**config.mk**
```make
export PLATFORM = sky130hd
export DESIGN_NAME = aolc_top
export DESIGN_NICKNAME = d
export VERILOG_FILES = /design/src/hw/aolc_pkg.sv /design/src/hw/aolc_top.sv
export VERILOG_INCLUDE_DIRS = /design/src /design/src/hw
export SDC_FILE = /design/constraint.sdc
export NUM_CORES = 1
export LEC_CHECK = 0
export ABC_AREA = 0
export BUFFER_PORTS_ARGS = -buffer_cell sky130_fd_sc_hd__buf_4
export CAP_MARGIN = 5
export CORE_UTILIZATION = 41
export DETAILED_ROUTE_END_ITERATION = 10
export PLACE_DENSITY = 0.68
export SYNTH_ARGS = -nofsm -noshare
export SYNTH_HDL_FRONTEND = slang
export SYNTH_HIERARCHICAL = 1
export SYNTH_SLANG_ARGS = --single-unit
```
**constraint.sdc**
```tcl
create_clock -name clk -period 18.35 [get_ports clk]
set_input_delay 1.835 -clock clk [delete_from_list [all_inputs] [get_ports clk]]
set_output_delay 1.835 -clock clk [all_outputs]
set_load 0.01 [all_outputs]
```
**src/hw/aolc_map.svh**
```systemverilog
`ifndef AOLC_MAP_SVH
`define AOLC_MAP_SVH

// Register indexes; byte address is four times the index
`define AOLC_IDX_FORMAT      8'h3d
`define AOLC_IDX_IFACE       8'h41
`define AOLC_IDX_SHORTPATH   8'h42
`define AOLC_IDX_LOOP        8'hcf
`define AOLC_IDX_SPEED       8'hdf
`define AOLC_IDX_STATUS      8'hf0

// Reset values
`define AOLC_RST_FORMAT      8'h00
`define AOLC_RST_IFACE       8'h00
`define AOLC_RST_SHORTPATH   8'h00
`define AOLC_RST_LOOP        8'h00
`define AOLC_RST_SPEED       8'h00

// Field positions
`define AOLC_FMT_SEL_HI      7
`define AOLC_FMT_SEL_LO      6
`define AOLC_FMT_CANCEL_BIT  5
`define AOLC_IF_SEL_HI       7
`define AOLC_IF_SEL_LO       6
`define AOLC_SP_OFF_BIT      3
`define AOLC_LOOP_HOLD_BIT   7
`define AOLC_LOOP_SEL_HI     5
`define AOLC_LOOP_SEL_LO     2
`define AOLC_SPD_HI          5
`define AOLC_SPD_LO          4
`define AOLC_STAT_OVF_BIT    31
`define AOLC_STAT_ACT_BIT    30

// Field codes
`define AOLC_FMT_PIN         2'h0
`define AOLC_FMT_TWOS        2'h2
`define AOLC_IF_LVDS         2'h1
`define AOLC_IF_CMOS         2'h3
`define AOLC_SPD_LOW         2'h3

// Loop period: code 0 is 2**20 cycles, highest legal code 4'hb
`define AOLC_LOOP_BASE_LOG2  6'h14
`define AOLC_LOOP_MAX_CODE   4'hb

// Conversion latency in sample clock cycles, and output buffer depth in words
`define AOLC_LATENCY         10
`define AOLC_FIFO_DEPTH      8

`endif

```
**src/hw/aolc_pkg.sv**
```systemverilog
package aolc_pkg;

    typedef enum logic [1:0] {
        AOLC_IDLE,
        AOLC_ACCESS
    } aolc_bus_state_type;

    typedef logic [7:0] aolc_reg_type;

endpackage : aolc_pkg

```
**src/hw/aolc_top.sv**
```systemverilog
// How it works
// - Loop period code 0 is 1M cycles, each step doubles, code 11 is 2G.
// - Speed register resets to zero; only bits five and four hold the field.
// - Lower-rate variant runs low-speed after reset; host never writes field.
// - Higher-rate variant: codes 00, 01, 10 keep low-speed off, reset state.
// - Higher-rate variant: code 11 turns low-speed mode on.
// - Each conversion samples the input on the rising sample clock edge.
// - A sample reaches the data outputs ten clock cycles after sampling.
// - Words are 14 or 12 bits, LVDS or CMOS, offset binary or two's.
// - Hold bit with correction on freezes the estimate, still applied.
// - Correction works only while its enable bit is one.
// - Short-path bit zero bypasses offset correction.
//
// The APB register port was left to the implementer.
`timescale 1ns/1ns

module aolc_fifo #(
    parameter int WIDTH = 14,
    parameter int DEPTH = 8
) (
    input  wire logic             clk,
    input  wire logic             rst_n,
    input  wire logic [WIDTH-1:0] inData,
    input  wire logic             inValid,
    output logic                  inReady,
    output logic      [WIDTH-1:0] outData,
    output logic                  outValid,
    input  wire logic             outReady
);
    localparam int AW = $clog2(DEPTH);

    logic [WIDTH-1:0] memArr [DEPTH];
    logic [AW-1:0]    wrPtr_reg;
    logic [AW-1:0]    rdPtr_reg;
    logic [AW:0]      count_reg;
    logic [AW:0]      count_next;
    logic             wrEn;
    logic             popEn;

    if (DEPTH < 2 || (1 << AW) != DEPTH) begin : g_chk
        $error("aolc_fifo: DEPTH must be a power of two of at least 2");
    end

    assign wrEn  = inValid && inReady;
    assign popEn = (count_reg != '0) && (!outValid || outReady);

    always_comb begin
        count_next = count_reg;
        if (wrEn && !popEn) begin
            count_next = count_reg + (AW+1)'(1);
        end else if (popEn && !wrEn) begin
            count_next = count_reg - (AW+1)'(1);
        end
    end

    // Pointers and fill level
    always_ff @(posedge clk) begin
        if (!rst_n) begin
            wrPtr_reg <= '0;
            rdPtr_reg <= '0;
            count_reg <= '0;
            inReady   <= 1'b0;
        end else begin
            if (wrEn) begin
                wrPtr_reg <= wrPtr_reg + AW'(1);
            end
            if (popEn) begin
                rdPtr_reg <= rdPtr_reg + AW'(1);
            end
            count_reg <= count_next;
            inReady   <= count_next != (AW+1)'(DEPTH);
        end
    end

    // Storage
    always_ff @(posedge clk) begin
        if (wrEn) begin
            memArr[wrPtr_reg] <= inData;
        end
    end

    // Registered output stage
    always_ff @(posedge clk) begin
        if (!rst_n) begin
            outData  <= '0;
            outValid <= 1'b0;
        end else if (popEn) begin
            outData  <= memArr[rdPtr_reg];
            outValid <= 1'b1;
        end else if (outReady) begin
            outValid <= 1'b0;
        end
    end

endmodule : aolc_fifo

`include "aolc_map.svh"

module aolc_top #(
    parameter int RESOLUTION = 14,
    parameter bit LOW_RATE   = 1'b0,
    parameter int LATENCY    = `AOLC_LATENCY,
    parameter int FIFO_DEPTH = `AOLC_FIFO_DEPTH
) (
    input  wire logic                  clk,
    input  wire logic                  rst_n,
    input  wire logic                  psel,
    input  wire logic                  penable,
    input  wire logic                  pwrite,
    input  wire logic [9:0]            paddr,
    input  wire logic [31:0]           pwdata,
    output logic      [31:0]           prdata,
    output logic                       pready,
    output logic                       pslverr,
    input  wire logic [RESOLUTION-1:0] rawSample,
    input  wire logic                  formatPin,
    input  wire logic                  interfacePin,
    output logic      [RESOLUTION-1:0] outData,
    output logic                       outValid,
    input  wire logic                  outReady,
    output logic                       lvdsSelect,
    output logic                       twosSelect,
    output logic                       lowSpeedActive,
    output logic                       correctionActive,
    output logic                       bufferReady
);
    localparam int STAGES = LATENCY - 1;
    localparam int ACC_W  = RESOLUTION + 33;
    localparam int DW     = RESOLUTION + 2;

    if (RESOLUTION != 14 && RESOLUTION != 12) begin : g_chkRes
        $error("aolc_top: RESOLUTION must be 12 or 14");
    end
    if (LATENCY < 3) begin : g_chkLat
        $error("aolc_top: LATENCY must be at least 3");
    end

    function automatic logic signed [RESOLUTION-1:0] toSigned(
        input logic [RESOLUTION-1:0] v
    );
        toSigned = {~v[RESOLUTION-1], v[RESOLUTION-2:0]};
    endfunction : toSigned

    function automatic logic [5:0] loopShift(input logic [3:0] code);
        logic [3:0] c;
        c = code;
        if (c > `AOLC_LOOP_MAX_CODE) begin
            c = `AOLC_LOOP_MAX_CODE;
        end
        loopShift = `AOLC_LOOP_BASE_LOG2 + {2'h0, c};
    endfunction : loopShift

    aolc_pkg::aolc_bus_state_type busState_reg;
    aolc_pkg::aolc_reg_type       format_reg;
    aolc_pkg::aolc_reg_type       iface_reg;
    aolc_pkg::aolc_reg_type       shortPath_reg;
    aolc_pkg::aolc_reg_type       loop_reg;
    aolc_pkg::aolc_reg_type       speed_reg;
    logic                         overflow_reg;
    logic [7:0]                   index;
    logic                         hit;
    logic [31:0]                  readValue;
    logic                         writeStrobe;

    logic [RESOLUTION-1:0]        pipe_reg [STAGES];
    logic [STAGES-1:0]            pipeValid_reg;
    logic signed [ACC_W-1:0]      acc_reg;
    logic signed [ACC_W-1:0]      accShifted;
    logic signed [RESOLUTION:0]   estimate;
    logic signed [DW-1:0]         sampleWide;
    logic signed [DW-1:0]         diff;
    logic signed [RESOLUTION-1:0] corrected;
    logic [RESOLUTION-1:0]        formatted;
    logic                         cancelOn;
    logic                         twosNow;
    logic                         fifoInReady;

    assign index = paddr[9:2];

    // Address decode
    always_comb begin
        hit       = 1'b1;
        readValue = '0;
        case (index)
            `AOLC_IDX_FORMAT: begin
                readValue[7:0] = format_reg;
            end
            `AOLC_IDX_IFACE: begin
                readValue[7:0] = iface_reg;
            end
            `AOLC_IDX_SHORTPATH: begin
                readValue[7:0] = shortPath_reg;
            end
            `AOLC_IDX_LOOP: begin
                readValue[7:0] = loop_reg;
            end
            `AOLC_IDX_SPEED: begin
                readValue[7:0] = speed_reg;
            end
            `AOLC_IDX_STATUS: begin
                readValue[RESOLUTION:0]          = estimate;
                readValue[`AOLC_STAT_ACT_BIT] = cancelOn;
                readValue[`AOLC_STAT_OVF_BIT] = overflow_reg;
            end
            default: begin
                hit = 1'b0;
            end
        endcase
    end

    assign writeStrobe = psel && penable && pready && pwrite && hit;

    // Bus slave: one wait-free access phase after each setup
    always_ff @(posedge clk) begin
        if (!rst_n) begin
            busState_reg <= aolc_pkg::AOLC_IDLE;
            pready       <= 1'b0;
            pslverr      <= 1'b0;
            prdata       <= '0;
        end else begin
            case (busState_reg)
                aolc_pkg::AOLC_IDLE: begin
                    if (psel && !penable) begin
                        busState_reg <= aolc_pkg::AOLC_ACCESS;
                        pready       <= 1'b1;
                        pslverr      <= !hit;
                        prdata       <= pwrite ? 32'h0 : readValue;
                    end
                end
                aolc_pkg::AOLC_ACCESS: begin
                    busState_reg <= aolc_pkg::AOLC_IDLE;
                    pready       <= 1'b0;
                    pslverr      <= 1'b0;
                    prdata       <= '0;
                end
                default: begin
                    busState_reg <= aolc_pkg::AOLC_IDLE;
                    pready       <= 1'b0;
                end
            endcase
        end
    end

    // Configuration registers; reserved bits are dropped and read zero
    always_ff @(posedge clk) begin
        if (!rst_n) begin
            format_reg    <= `AOLC_RST_FORMAT;
            iface_reg     <= `AOLC_RST_IFACE;
            shortPath_reg <= `AOLC_RST_SHORTPATH;
            loop_reg      <= `AOLC_RST_LOOP;
            speed_reg     <= `AOLC_RST_SPEED;
        end else if (writeStrobe) begin
            case (index)
                `AOLC_IDX_FORMAT: begin
                    format_reg <= pwdata[7:0] & 8'he0;
                end
                `AOLC_IDX_IFACE: begin
                    iface_reg <= pwdata[7:0] & 8'hc0;
                end
                `AOLC_IDX_SHORTPATH: begin
                    shortPath_reg <= pwdata[7:0] & 8'h08;
                end
                `AOLC_IDX_LOOP: begin
                    loop_reg <= pwdata[7:0] & 8'hbc;
                end
                `AOLC_IDX_SPEED: begin
                    speed_reg <= pwdata[7:0] & 8'h30;
                end
                default: begin
                end
            endcase
        end
    end

    // Mode outputs
    always_ff @(posedge clk) begin
        if (!rst_n) begin
            lowSpeedActive   <= 1'b0;
            lvdsSelect       <= 1'b0;
            twosSelect       <= 1'b0;
            correctionActive <= 1'b0;
        end else begin
            if (LOW_RATE) begin
                lowSpeedActive <= 1'b1;
            end else begin
                lowSpeedActive <= speed_reg[`AOLC_SPD_HI:`AOLC_SPD_LO]
                                  == `AOLC_SPD_LOW;
            end
            case (iface_reg[`AOLC_IF_SEL_HI:`AOLC_IF_SEL_LO])
                `AOLC_IF_LVDS: lvdsSelect <= 1'b1;
                `AOLC_IF_CMOS: lvdsSelect <= 1'b0;
                default:       lvdsSelect <= interfacePin;
            endcase
            twosSelect       <= twosNow;
            correctionActive <= cancelOn;
        end
    end

    always_comb begin
        case (format_reg[`AOLC_FMT_SEL_HI:`AOLC_FMT_SEL_LO])
            `AOLC_FMT_PIN:  twosNow = formatPin;
            `AOLC_FMT_TWOS: twosNow = 1'b1;
            default:        twosNow = 1'b0;
        endcase
    end

    assign cancelOn = format_reg[`AOLC_FMT_CANCEL_BIT]
                      && shortPath_reg[`AOLC_SP_OFF_BIT];

    // Offset estimate and correction of the sample leaving the pipeline
    assign accShifted = acc_reg >>> loopShift(
        loop_reg[`AOLC_LOOP_SEL_HI:`AOLC_LOOP_SEL_LO]);
    assign estimate   = accShifted[RESOLUTION:0];
    assign sampleWide = DW'(toSigned(pipe_reg[STAGES-2]));
    assign diff       = sampleWide - DW'(estimate);

    always_ff @(posedge clk) begin
        if (!rst_n) begin
            acc_reg <= '0;
        end else if (!cancelOn) begin
            acc_reg <= '0;
        end else if (!loop_reg[`AOLC_LOOP_HOLD_BIT]
                     && pipeValid_reg[STAGES-2]) begin
            acc_reg <= acc_reg + ACC_W'(diff);
        end
    end

    always_comb begin
        if (!cancelOn) begin
            corrected = toSigned(pipe_reg[STAGES-2]);
        end else if (diff > DW'($signed({1'b0, {(RESOLUTION-1){1'b1}}}))) begin
            corrected = {1'b0, {(RESOLUTION-1){1'b1}}};
        end else if (diff < DW'($signed({1'b1, {(RESOLUTION-1){1'b0}}})))
        begin
            corrected = {1'b1, {(RESOLUTION-1){1'b0}}};
        end else begin
            corrected = diff[RESOLUTION-1:0];
        end
        formatted = twosNow ? corrected
                  : {~corrected[RESOLUTION-1], corrected[RESOLUTION-2:0]};
    end

    // Conversion pipeline, one stage per rising sample edge
    always_ff @(posedge clk) begin
        if (!rst_n) begin
            pipeValid_reg <= '0;
        end else begin
            pipeValid_reg <= {pipeValid_reg[STAGES-2:0], 1'b1};
        end
    end

    always_ff @(posedge clk) begin
        pipe_reg[0] <= rawSample;
        for (int i = 1; i < STAGES - 1; i++) begin
            pipe_reg[i] <= pipe_reg[i-1];
        end
        pipe_reg[STAGES-1] <= formatted;
    end

    // Sticky loss flag when the buffer is full
    always_ff @(posedge clk) begin
        if (!rst_n) begin
            overflow_reg <= 1'b0;
        end else if (pipeValid_reg[STAGES-1] && !fifoInReady) begin
            overflow_reg <= 1'b1;
        end
    end

    always_ff @(posedge clk) begin
        if (!rst_n) begin
            bufferReady <= 1'b0;
        end else begin
            bufferReady <= fifoInReady;
        end
    end

    aolc_fifo #(
        .WIDTH (RESOLUTION),
        .DEPTH (FIFO_DEPTH)
    ) u_fifo (
        .clk      (clk),
        .rst_n    (rst_n),
        .inData   (pipe_reg[STAGES-1]),
        .inValid  (pipeValid_reg[STAGES-1]),
        .inReady  (fifoInReady),
        .outData  (outData),
        .outValid (outValid),
        .outReady (outReady)
    );

endmodule : aolc_top

```
# --- After elaboration in Yosys (flattened, before gate mapping) ---
# Memories as Yosys holds them, arrays and structs flattened. A register that Yosys moved wholly into a read port is not among the register bits.
# Index checks and enable logic that the tools add are counted.
op_classes:
  n_reduce_logical: 35
  n_eq_ne: 12
  n_bitwise: 2
  n_shift: 1
  order_cmp: 3
  n_addsub: 7
  muxes: 23
ops:
  columns: ["op", "count"]
  rows:
  - ["$mux 32", 2]
  - ["$pmux 32 s2", 1]
  - ["$mux 14", 4]
  - ["$pmux 8 s6", 1]
  - ["$add 47x16->47", 1]
  - ["$sshr 47x6->15", 1]
  - ["$eq 8x8->1 const B", 3]
  - ["$eq 8x7->1 const B", 2]
  - ["$gt 16x14->1 const B", 1]
  - ["$lt 16x14->1 const B", 1]
  - ["$reduce_and 2->1", 8]
  - ["$sub 14x15->16", 1]
  - ["$logic_and 1x1->1", 12]
  - ["$mux 4", 3]
  - ["$eq 8x6->1 const B", 1]
  - ["$logic_not 1->1", 8]
  - ["$mux 1", 7]
  - ["$mux 7", 1]
  - ["$add 3x1->3 const B", 2]
  - ["$add 5x4->6 const A", 1]
  - ["$eq 2x2->1 const B", 3]
  - ["$pmux 1 s2", 3]
  - ["$reduce_or 6->1", 1]
  - ["$add 4x1->4 const B", 1]
  - ["other kinds (11)", 14]
totals:
  mem_count: 2
  mem_bits_rw: 238
  elab_cells: 107
  reg_bits: 121
  out_inout_bits: 54
memory_table:
  columns: ["name", "words", "word_bits", "read_ports", "rd_clocked_by_memory_dff", "write_ports", "line", "text"]
  rows:
  - ["pipe_reg", 9, 14, 9, 0, 9, "aolc_top.sv:165", "logic [RESOLUTION-1:0] pipe_reg [STAGES];"]
  - ["u_fifo.memArr", 8, 14, 1, 1, 1, "aolc_top.sv:32", "logic [WIDTH-1:0] memArr [DEPTH];"]

# --- Longest topological paths before layout ---
# Gate-level depths: netlist of the first run.
depth:
  word_depth: 11
  depth_mapped: 28
  ltp_nobuf: 25

# --- By module ---
# The synthesis of the first run kept the hierarchy.
modules_own_cells:
  columns: ["module", "area_each_um2", "cells_each", "n_inst"]
  rows:
  - ["aolc_top", 10344.9, 1123, 1]
  - ["aolc_fifo", 5365.1, 288, 1]

# --- Worst setup path before layout of the first run ---
# OpenSTA, ideal clock, no wires.
synth_path:
  kind: "register -> register"
  startpoint: "register loop_reg[4]"
  endpoint: "register acc_reg[33]"
  arrival_time_ns: 6.611
  path_buffers: 3
  setup_slack_ns: 11.607
  stages_incl_launch_ff: 27
  synth_period_minus_slack_ns: 6.743
  required_time_ns: 18.218
  path_cell_list: "dfxtp_1 > clkbuf_1 > a21oi_2 > buf_4 > buf_4 > mux2i_1 > mux2i_1 > mux2i_1 > nor2_1 > a21oi_1 > ha_1 > a21o_1 > a21o_1 > a21o_1 > a31oi_2 > o21bai_1 > a21oi_1 > ha_1 > a21oi_1 > o21ai_0 > nor2_1 > or3b_1 > a221oi_2 > nor3b_1 > or3_1 > nand3_1 > a21oi_1"
synth_between:
  elab_chain_cells: 6
synth_rtl:
  columns: ["element", "line", "text"]
  rows:
  - ["from (decl)", "aolc_top.sv:157", "aolc_pkg::aolc_reg_type loop_reg;"]
  - ["from (signal assigned)", "aolc_top.sv:250", "loop_reg <= `AOLC_RST_LOOP;"]
  - ["from (signal assigned)", "aolc_top.sv:264", "loop_reg <= pwdata[7:0] & 8'hbc;"]
  - ["$gt 4x4->1 (no line)", null, null]
  - ["$mux 4 *", "aolc_top.sv:147", "if (c > `AOLC_LOOP_MAX_CODE) begin"]
  - ["$add 5x4->6 (no line) *", null, null]
  - ["$sshr 47x6->15 *", "aolc_top.sv:311", "assign accShifted = acc_reg >>> loopShift("]
  - ["$sub 14x15->16 *", "aolc_top.sv:315", "assign diff = sampleWide - DW'(estimate);"]
  - ["$add 47x16->47 *", "aolc_top.sv:324", "acc_reg <= acc_reg + ACC_W'(diff);"]
  - ["to (signal assigned)", "aolc_top.sv:324", null]
  - ["to (decl)", "aolc_top.sv:167", "logic signed [ACC_W-1:0] acc_reg;"]
# Mark *: on every way between the ends. The rest lies on a longest branch, timed or not.
# A chain may end at the register's enable or synchronous reset.

# --- Worst setup path in the final report of the first run ---
layout_path:
  startpoint: "register loop_reg[4]"
  endpoint: "register acc_reg[45]"
# Same word-level chain as after synthesis.

==> results of run 1 <==
## path summary, 6_finish.rpt
kind | depth (start not counted) | from | to | slack, ns
max reg2reg | 25 | loop_reg[4] | acc_reg[45] | 11.15
min reg2reg | 0 | pipe_reg[1][20] | pipe_reg[2][6] | 0.32
max | 25 | loop_reg[4] | acc_reg[45] | 11.15
min | 0 | pipe_reg[1][20] | pipe_reg[2][6] | 0.32
## per-layer routing
layer	global-route usage	share of wire	up-vias
met5	0	0	-
met4	0.0502	0.023	0
met3	0.0278	0.036	55
met2	0.299	0.49	220
met1	0.221	0.46	5128
li1	-	-	5261
## cell usage after synthesis (10+ instances only)
cell      instances  area [um2]
nand2_1         139         522
nor2b_1          20         125
a21o_1           36         270
a221o_1          15         150
a211oi_1         22         165
nor3_1           17        85.1
mux2i_1          69         691
ha_1             70         876
a21oi_1         101         505
xor2_1           20         175
o21ai_0          60         300
dfxtp_1         245        4900
o21a_1           10        75.1
clkbuf_1         41         154
nand3_1          24         120
nand4_1          15        93.8
inv_1            35         131
o21bai_1         10        75.1
o211ai_1         10        75.1
xnor2_1          36         315
mux4_2           28         631
nor2_1           73         274
edfxtp_1        112        3360
buf_4            17         128
buf_2            11        55.1
and2_1           22         138
## through the flow
stage	power [mW]	worst slack, ns
floorplan	1.12	11.61
global placement	1.18	11.35
detailed placement	1.19	11.26
CTS	1.93	11.22
global route	1.99	10.62
finish	1.90	11.15
## layout by cell type, fill, tap and decap left out, types with 9 or more instances in the layout
| master | n |
|---|---|
| a21oi_1 | 100 |
| xor2_1 | 20 |
| nand3_1 | 24 |
| inv_1 | 35 |
| buf_4 | 93 |
| conb_1 | 15 |
| a211oi_1 | 22 |
| edfxtp_1 | 112 |
| nor2b_1 | 19 |
| o21bai_1 | 10 |
| nand4_1 | 15 |
| dfxtp_1 | 244 |
| clkbuf_16 | 38 |
| ha_1 | 70 |
| o21ai_0 | 60 |
| nor2_1 | 73 |
| a221o_1 | 15 |
| and2_1 | 22 |
| nand2_1 | 139 |
| mux2i_1 | 69 |
| o211ai_1 | 10 |
| mux4_2 | 28 |
| a21o_1 | 36 |
| xnor2_1 | 36 |
| o21a_1 | 10 |
| clkinv_2 | 9 |
| nor3_1 | 13 |
## critical path: stages, from the launching register on
cell and delay, ns:
dfxtp_1 0.97, a21oi_2 0.09, buf_4 0.28, mux2i_1 0.18
mux2i_1 0.25, a21oi_1 0.10, o21ai_0 0.72, ha_1 0.30
fa_1 0.21, nor2b_1 0.06, o21ai_0 0.27, a21boi_2 0.13
o211ai_1 0.28, a31oi_1 0.22, a21oi_1 0.26, xnor2_1 0.16
ha_1 0.38, o21ai_0 0.11, a21oi_1 0.19, o21ai_0 0.16
o21ba_2 0.24, o41ai_2 0.70, a211o_1 0.30, a41o_1 0.23
nand4_1 0.10, nor3b_2 0.17
## final cells by class
type                    count  area, um2
clock buffers              49       1050
clock inverters            18        163
fillers                  3439      19800
inverters                  35        131
multi-input cells         951       6960
flip-flops and latches    357       8270
well taps                 511        639
repair buffers             93        698
## report_power, final
group | total (mW) | internal, mW | switching, mW
Sequential | 0.895 | 0.854 | 0.0401
Combinational | 0.271 | 0.136 | 0.135
Clock | 0.738 | 0.435 | 0.303
Total | 1.90 | 1.43 | 0.479
## kinds of logic (layout without fill, tap and decap cells)
logic type,Yosys count,after routing,share of synthesized area
AOI/OAI and AO/OA,327,327,0.139
xor gates and xnor gates,57,57,0.0323
DFF,357,357,0.526
buffers and inverters,117,195,0.0361
and+or+nand+nor,376,376,0.119
adders and majority gates,72,72,0.0583
muxes,104,104,0.0891
other,1,15,0.000239
==> run metrics, run 1 <==
status=finished, final reports clean; Worst EP arrival=7.60 ns; leakage power=7.00 nW; IO buf count=74; Post-Synthesis Cell Area=15700 um2; FFs w/ async S/R, synth=0; cells after synthesis=1411; Req. time, crit path=18.76 ns; DIE AREA=39100 um2; ratio of final minimum period to clock period=0.392; global route overflow=0; # clock sinks=about 360; core area=37700 um2; number of global-route vias before repair=10500; global-route wire length before repair=around 54000 um; Non-Filler Instances=2014; setup TNS=0 ns; Post-synth EDFFs=112; Seq/Total Area, Yosys=0.526; fin. max-slew vios=0; Gates resized, CTS repair=0; CTS tree=yes; Worst Skew=0.0149 ns; largest net degree at the start of global routing=45; Setup CP Type=register to register; wire per inst=16.6 um; post-DR vias/cell=between 5 and 6; Area Growth Syn to Fin=14.0%; share of the core filled with cells=0.476; final net count=between 1500 and 2000; clock buffer depth=3; drt first pass iters=5; GRT Util Overall=0.172; hold_buf cts=0; min-delay worst type=register to register; RSZ-0062 raised after global routing=false; Critical Path Start Type=register; Die Y=198 um; post-DP HPWL=23200 um; DRC=0; Worst-path clk slew=0.06 ns; final WL=between 30000 and 40000 um; routed vias=10700; DP Area=16700 um2; max-cap violations=0; Syn Area/Cell=about 11 um2; ANT nets after route=0; final hold violation count=0; flop and latch count out of synthesis=357; # setup viols final=0; design area=17900 um2; initial antenna violation count=0; pwr dens=roughly 110 nW/um2; Largest register FFs=126; root buffer cell=clkbuf_16; share of cells above drive strength 1=0.150; TritonCTS Buffers=37; placer congestion estimate=about 0.85; min Tclk post-route=7.20 ns; Die X-Extent=198 um; IO Count=roughly 120; setup bufs post-CTS=0; slew at the pin with the worst max-slew slack=~1.1 ns; Worst VDD drop=roughly 74 uV; Netlist cell types=84; H-tree depth=2; diode count=0; initial core utilization=0.417; crit-path max FO=26; Crit. End Element=register; Clock Latency Late Sink=0.52 ns; Max Freq=139 MHz; Synth Flop Type=dfxtp_1; slew margin rel.=0.296; Rows=71; Synth Warn #=6; DP Cell Count=1947; final hold slack=0.321 ns; drt first-iter violations=729
Note: power is estimated with default switching activity, not from simulation.
==> run 2, diff against run 1 <==
clock period = 6.9 ns   (was 18.35 ns; I/O delays follow)
==> run 2 against run 1 <==
Effect of this change: total power rose to 2.7 times the previous value; worst hold slack worse by 0.074 ns; cell area increased by 0.62%; routed wire length grew 2.1%; flip-flop and latch count stayed put; largest power group unchanged; setup slack got worse by 11 ns; register-to-register slack got worse by 11 ns.
==> run metrics, run 2 (synthesized netlist as in run 1, its figures left out) <==
ratio of final minimum period to clock period=0.945 (+0.553); ANT nets after route=0 (unchanged); setup bufs post-CTS=0 (unchanged); final hold violation count=0 (unchanged); Worst Skew=0.0214 ns (+0.00649 ns); placer congestion estimate=0.869 (+1.8%); global-route wire length before repair=54500 um (+1.3%); initial core utilization=0.417 (unchanged); Die X-Extent=198 um (unchanged); min Tclk post-route=6.52 ns (-0.675 ns); reg2reg path depth=24 (-4.0%); pwr dens=287 nW/um2 (+170%); post-DP HPWL=23800 um (+2.6%); worst r2r dst=acc_reg[42]; IO buf count=74 (unchanged); most common cell after layout, fill and taps aside=dfxtp_1; drt first pass iters=6 (+1); DP Area=16700 um2 (+0.27%); wire per inst=16.9 um (+1.8%); drt first-iter violations=855 (+17%); number of global-route vias before repair=10300 (-1.5%); final net count=1617 (+0.37%); Area Growth Syn to Fin=14.7%; Worst Hold Endpoint=pipe_reg[0][0]; status=finished, final reports clean; hold path start=rawSample[0]; TritonCTS Buffers=37 (unchanged); # clock sinks=357 (unchanged); CTS tree=yes; largest net degree at the start of global routing=45 (unchanged); Reg2Reg Setup Slack=0.38 ns (-10.77 ns); share of cells above drive strength 1=0.152 (+0.00205); Largest register FFs=126 (unchanged); # setup viols final=0 (unchanged); crit-path max FO=26 (unchanged); crit path from=loop_reg[5]; leakage power=7.05 nW (+0.68%); H-tree depth=2 (unchanged); Critical Path Start Type=register; hold depth=1 (+1); initial antenna violation count=0 (unchanged); Die Y=198 um (unchanged); design area=18000 um2 (+0.62%); DRC=0 (unchanged); slew at the pin with the worst max-slew slack=1.07 ns (+0.00993 ns); commonest cells after routing, fill and taps aside=dfxtp_1, nand2_1, edfxtp_1; setup TNS=0 ns (unchanged); Crit. End Element=register; Req. time, crit path=7.37 ns (-11.39 ns); global route overflow=0 (unchanged); R2R Path Start=loop_reg[5]; post-DR vias/cell=5.34 (+0.82%); root buffer cell=clkbuf_16; DIE AREA=39100 um2 (unchanged); Total Power=5.17 mW (+170%); core area=37700 um2 (unchanged); max-cap violations=0 (unchanged); clock buffer depth=3 (unchanged); fin. max-slew vios=0 (unchanged); Worst EP arrival=6.99 ns (-0.61 ns); min-delay worst type=input pin to register; Worst VDD drop=170 uV (+130%); routed vias=10800 (+1.1%); RSZ-0062 raised after global routing=false; Max Freq=153 MHz (+10%); Setup CP Type=register to register; Worst-path clk slew=0.06 ns (about the same); slew margin rel.=0.289 (-0.00662); IO Count=118 (unchanged); Rows=71 (unchanged); GRT Util Overall=0.176 (+0.00359); final WL=34200 um (+2.1%); Clock Latency Late Sink=0.54 ns (+0.02 ns); diode count=0 (unchanged)
-- run 2: how the worst max path moves through the flow --
stage	cells after the start	slack, ns	endpoint
after global placement	25	0.43	acc_reg[42]
final	24	0.38	acc_reg[42]
after CTS	24	0.28	acc_reg[42]
after detailed placement	24	0.32	acc_reg[42]
after floorplan	26	0.16	acc_reg[33]
after global routing	27	0.04	acc_reg[45]
-- run 2: layout make-up --
class / instances / area [um2]
Timing Repair Buffer: 99 / 743
Inverter: 35 / 131
Sequential cell: 357 / 8270
Tap cell: 511 / 639
Fill cell: 3376 / 19600
Clock inverter: 19 / 214
Multi-Input combinational cell: 951 / 6970
Clock buffer: 48 / 1060
-- run 2: report_power, final --
group	internal (mW)	switching [mW]	total [mW]
Clock	1.21	0.848	2.06
Sequential	2.27	0.121	2.39
Combinational	0.364	0.349	0.714
Total	3.85	1.32	5.17
-- run 2: worst max-delay path, cell delays in order (launching register included) --
cell and delay [ns]:
dfxtp_1 0.38, a21oi_2 0.15, buf_4 0.35, mux2i_1 0.16, mux2i_1 0.32, mux2i_1 0.12
o21ai_0 0.43, inv_1 0.14, ha_1 0.25, nor3_1 0.24, o211ai_1 0.21, a31oi_2 0.31
o21bai_1 0.14, a21oi_4 0.34, buf_4 0.37, ha_1 0.35, nand4_1 0.21, or3_1 0.44
a211oi_1 0.38, o21ai_0 0.17, and2_1 0.26, o31ai_1 0.30, xnor2_1 0.15, nand2_1 0.07
a21oi_1 0.16
-- run 2: through the flow --
stage	hold WS [ns]	utilization	instances	setup slack, ns
floorplan	0.310	-	1425	0.157
global placement	0.311	0.445	1953	0.428
detailed placement	0.312	0.445	1953	0.325
CTS	0.229	0.478	2020	0.285
global route	0.230	0.479	2020	0.0447
finish	0.247	0.479	2020	0.380
-- run 2: routing by layer --
layer	global-route usage	routed length, um	vias to the layer above
met5	0	0	-
met4	0.0520	771	0
met3	0.0308	1600	63
met2	0.298	16400	282
met1	0.229	15400	5174
li1	-	-	5265
-- run 2: repair_timing --
item | in CTS | in global routing
gates resized for setup | 0 | 1
endpoints found under the setup margin | 0 | 1
hold buffers | 0 | 0
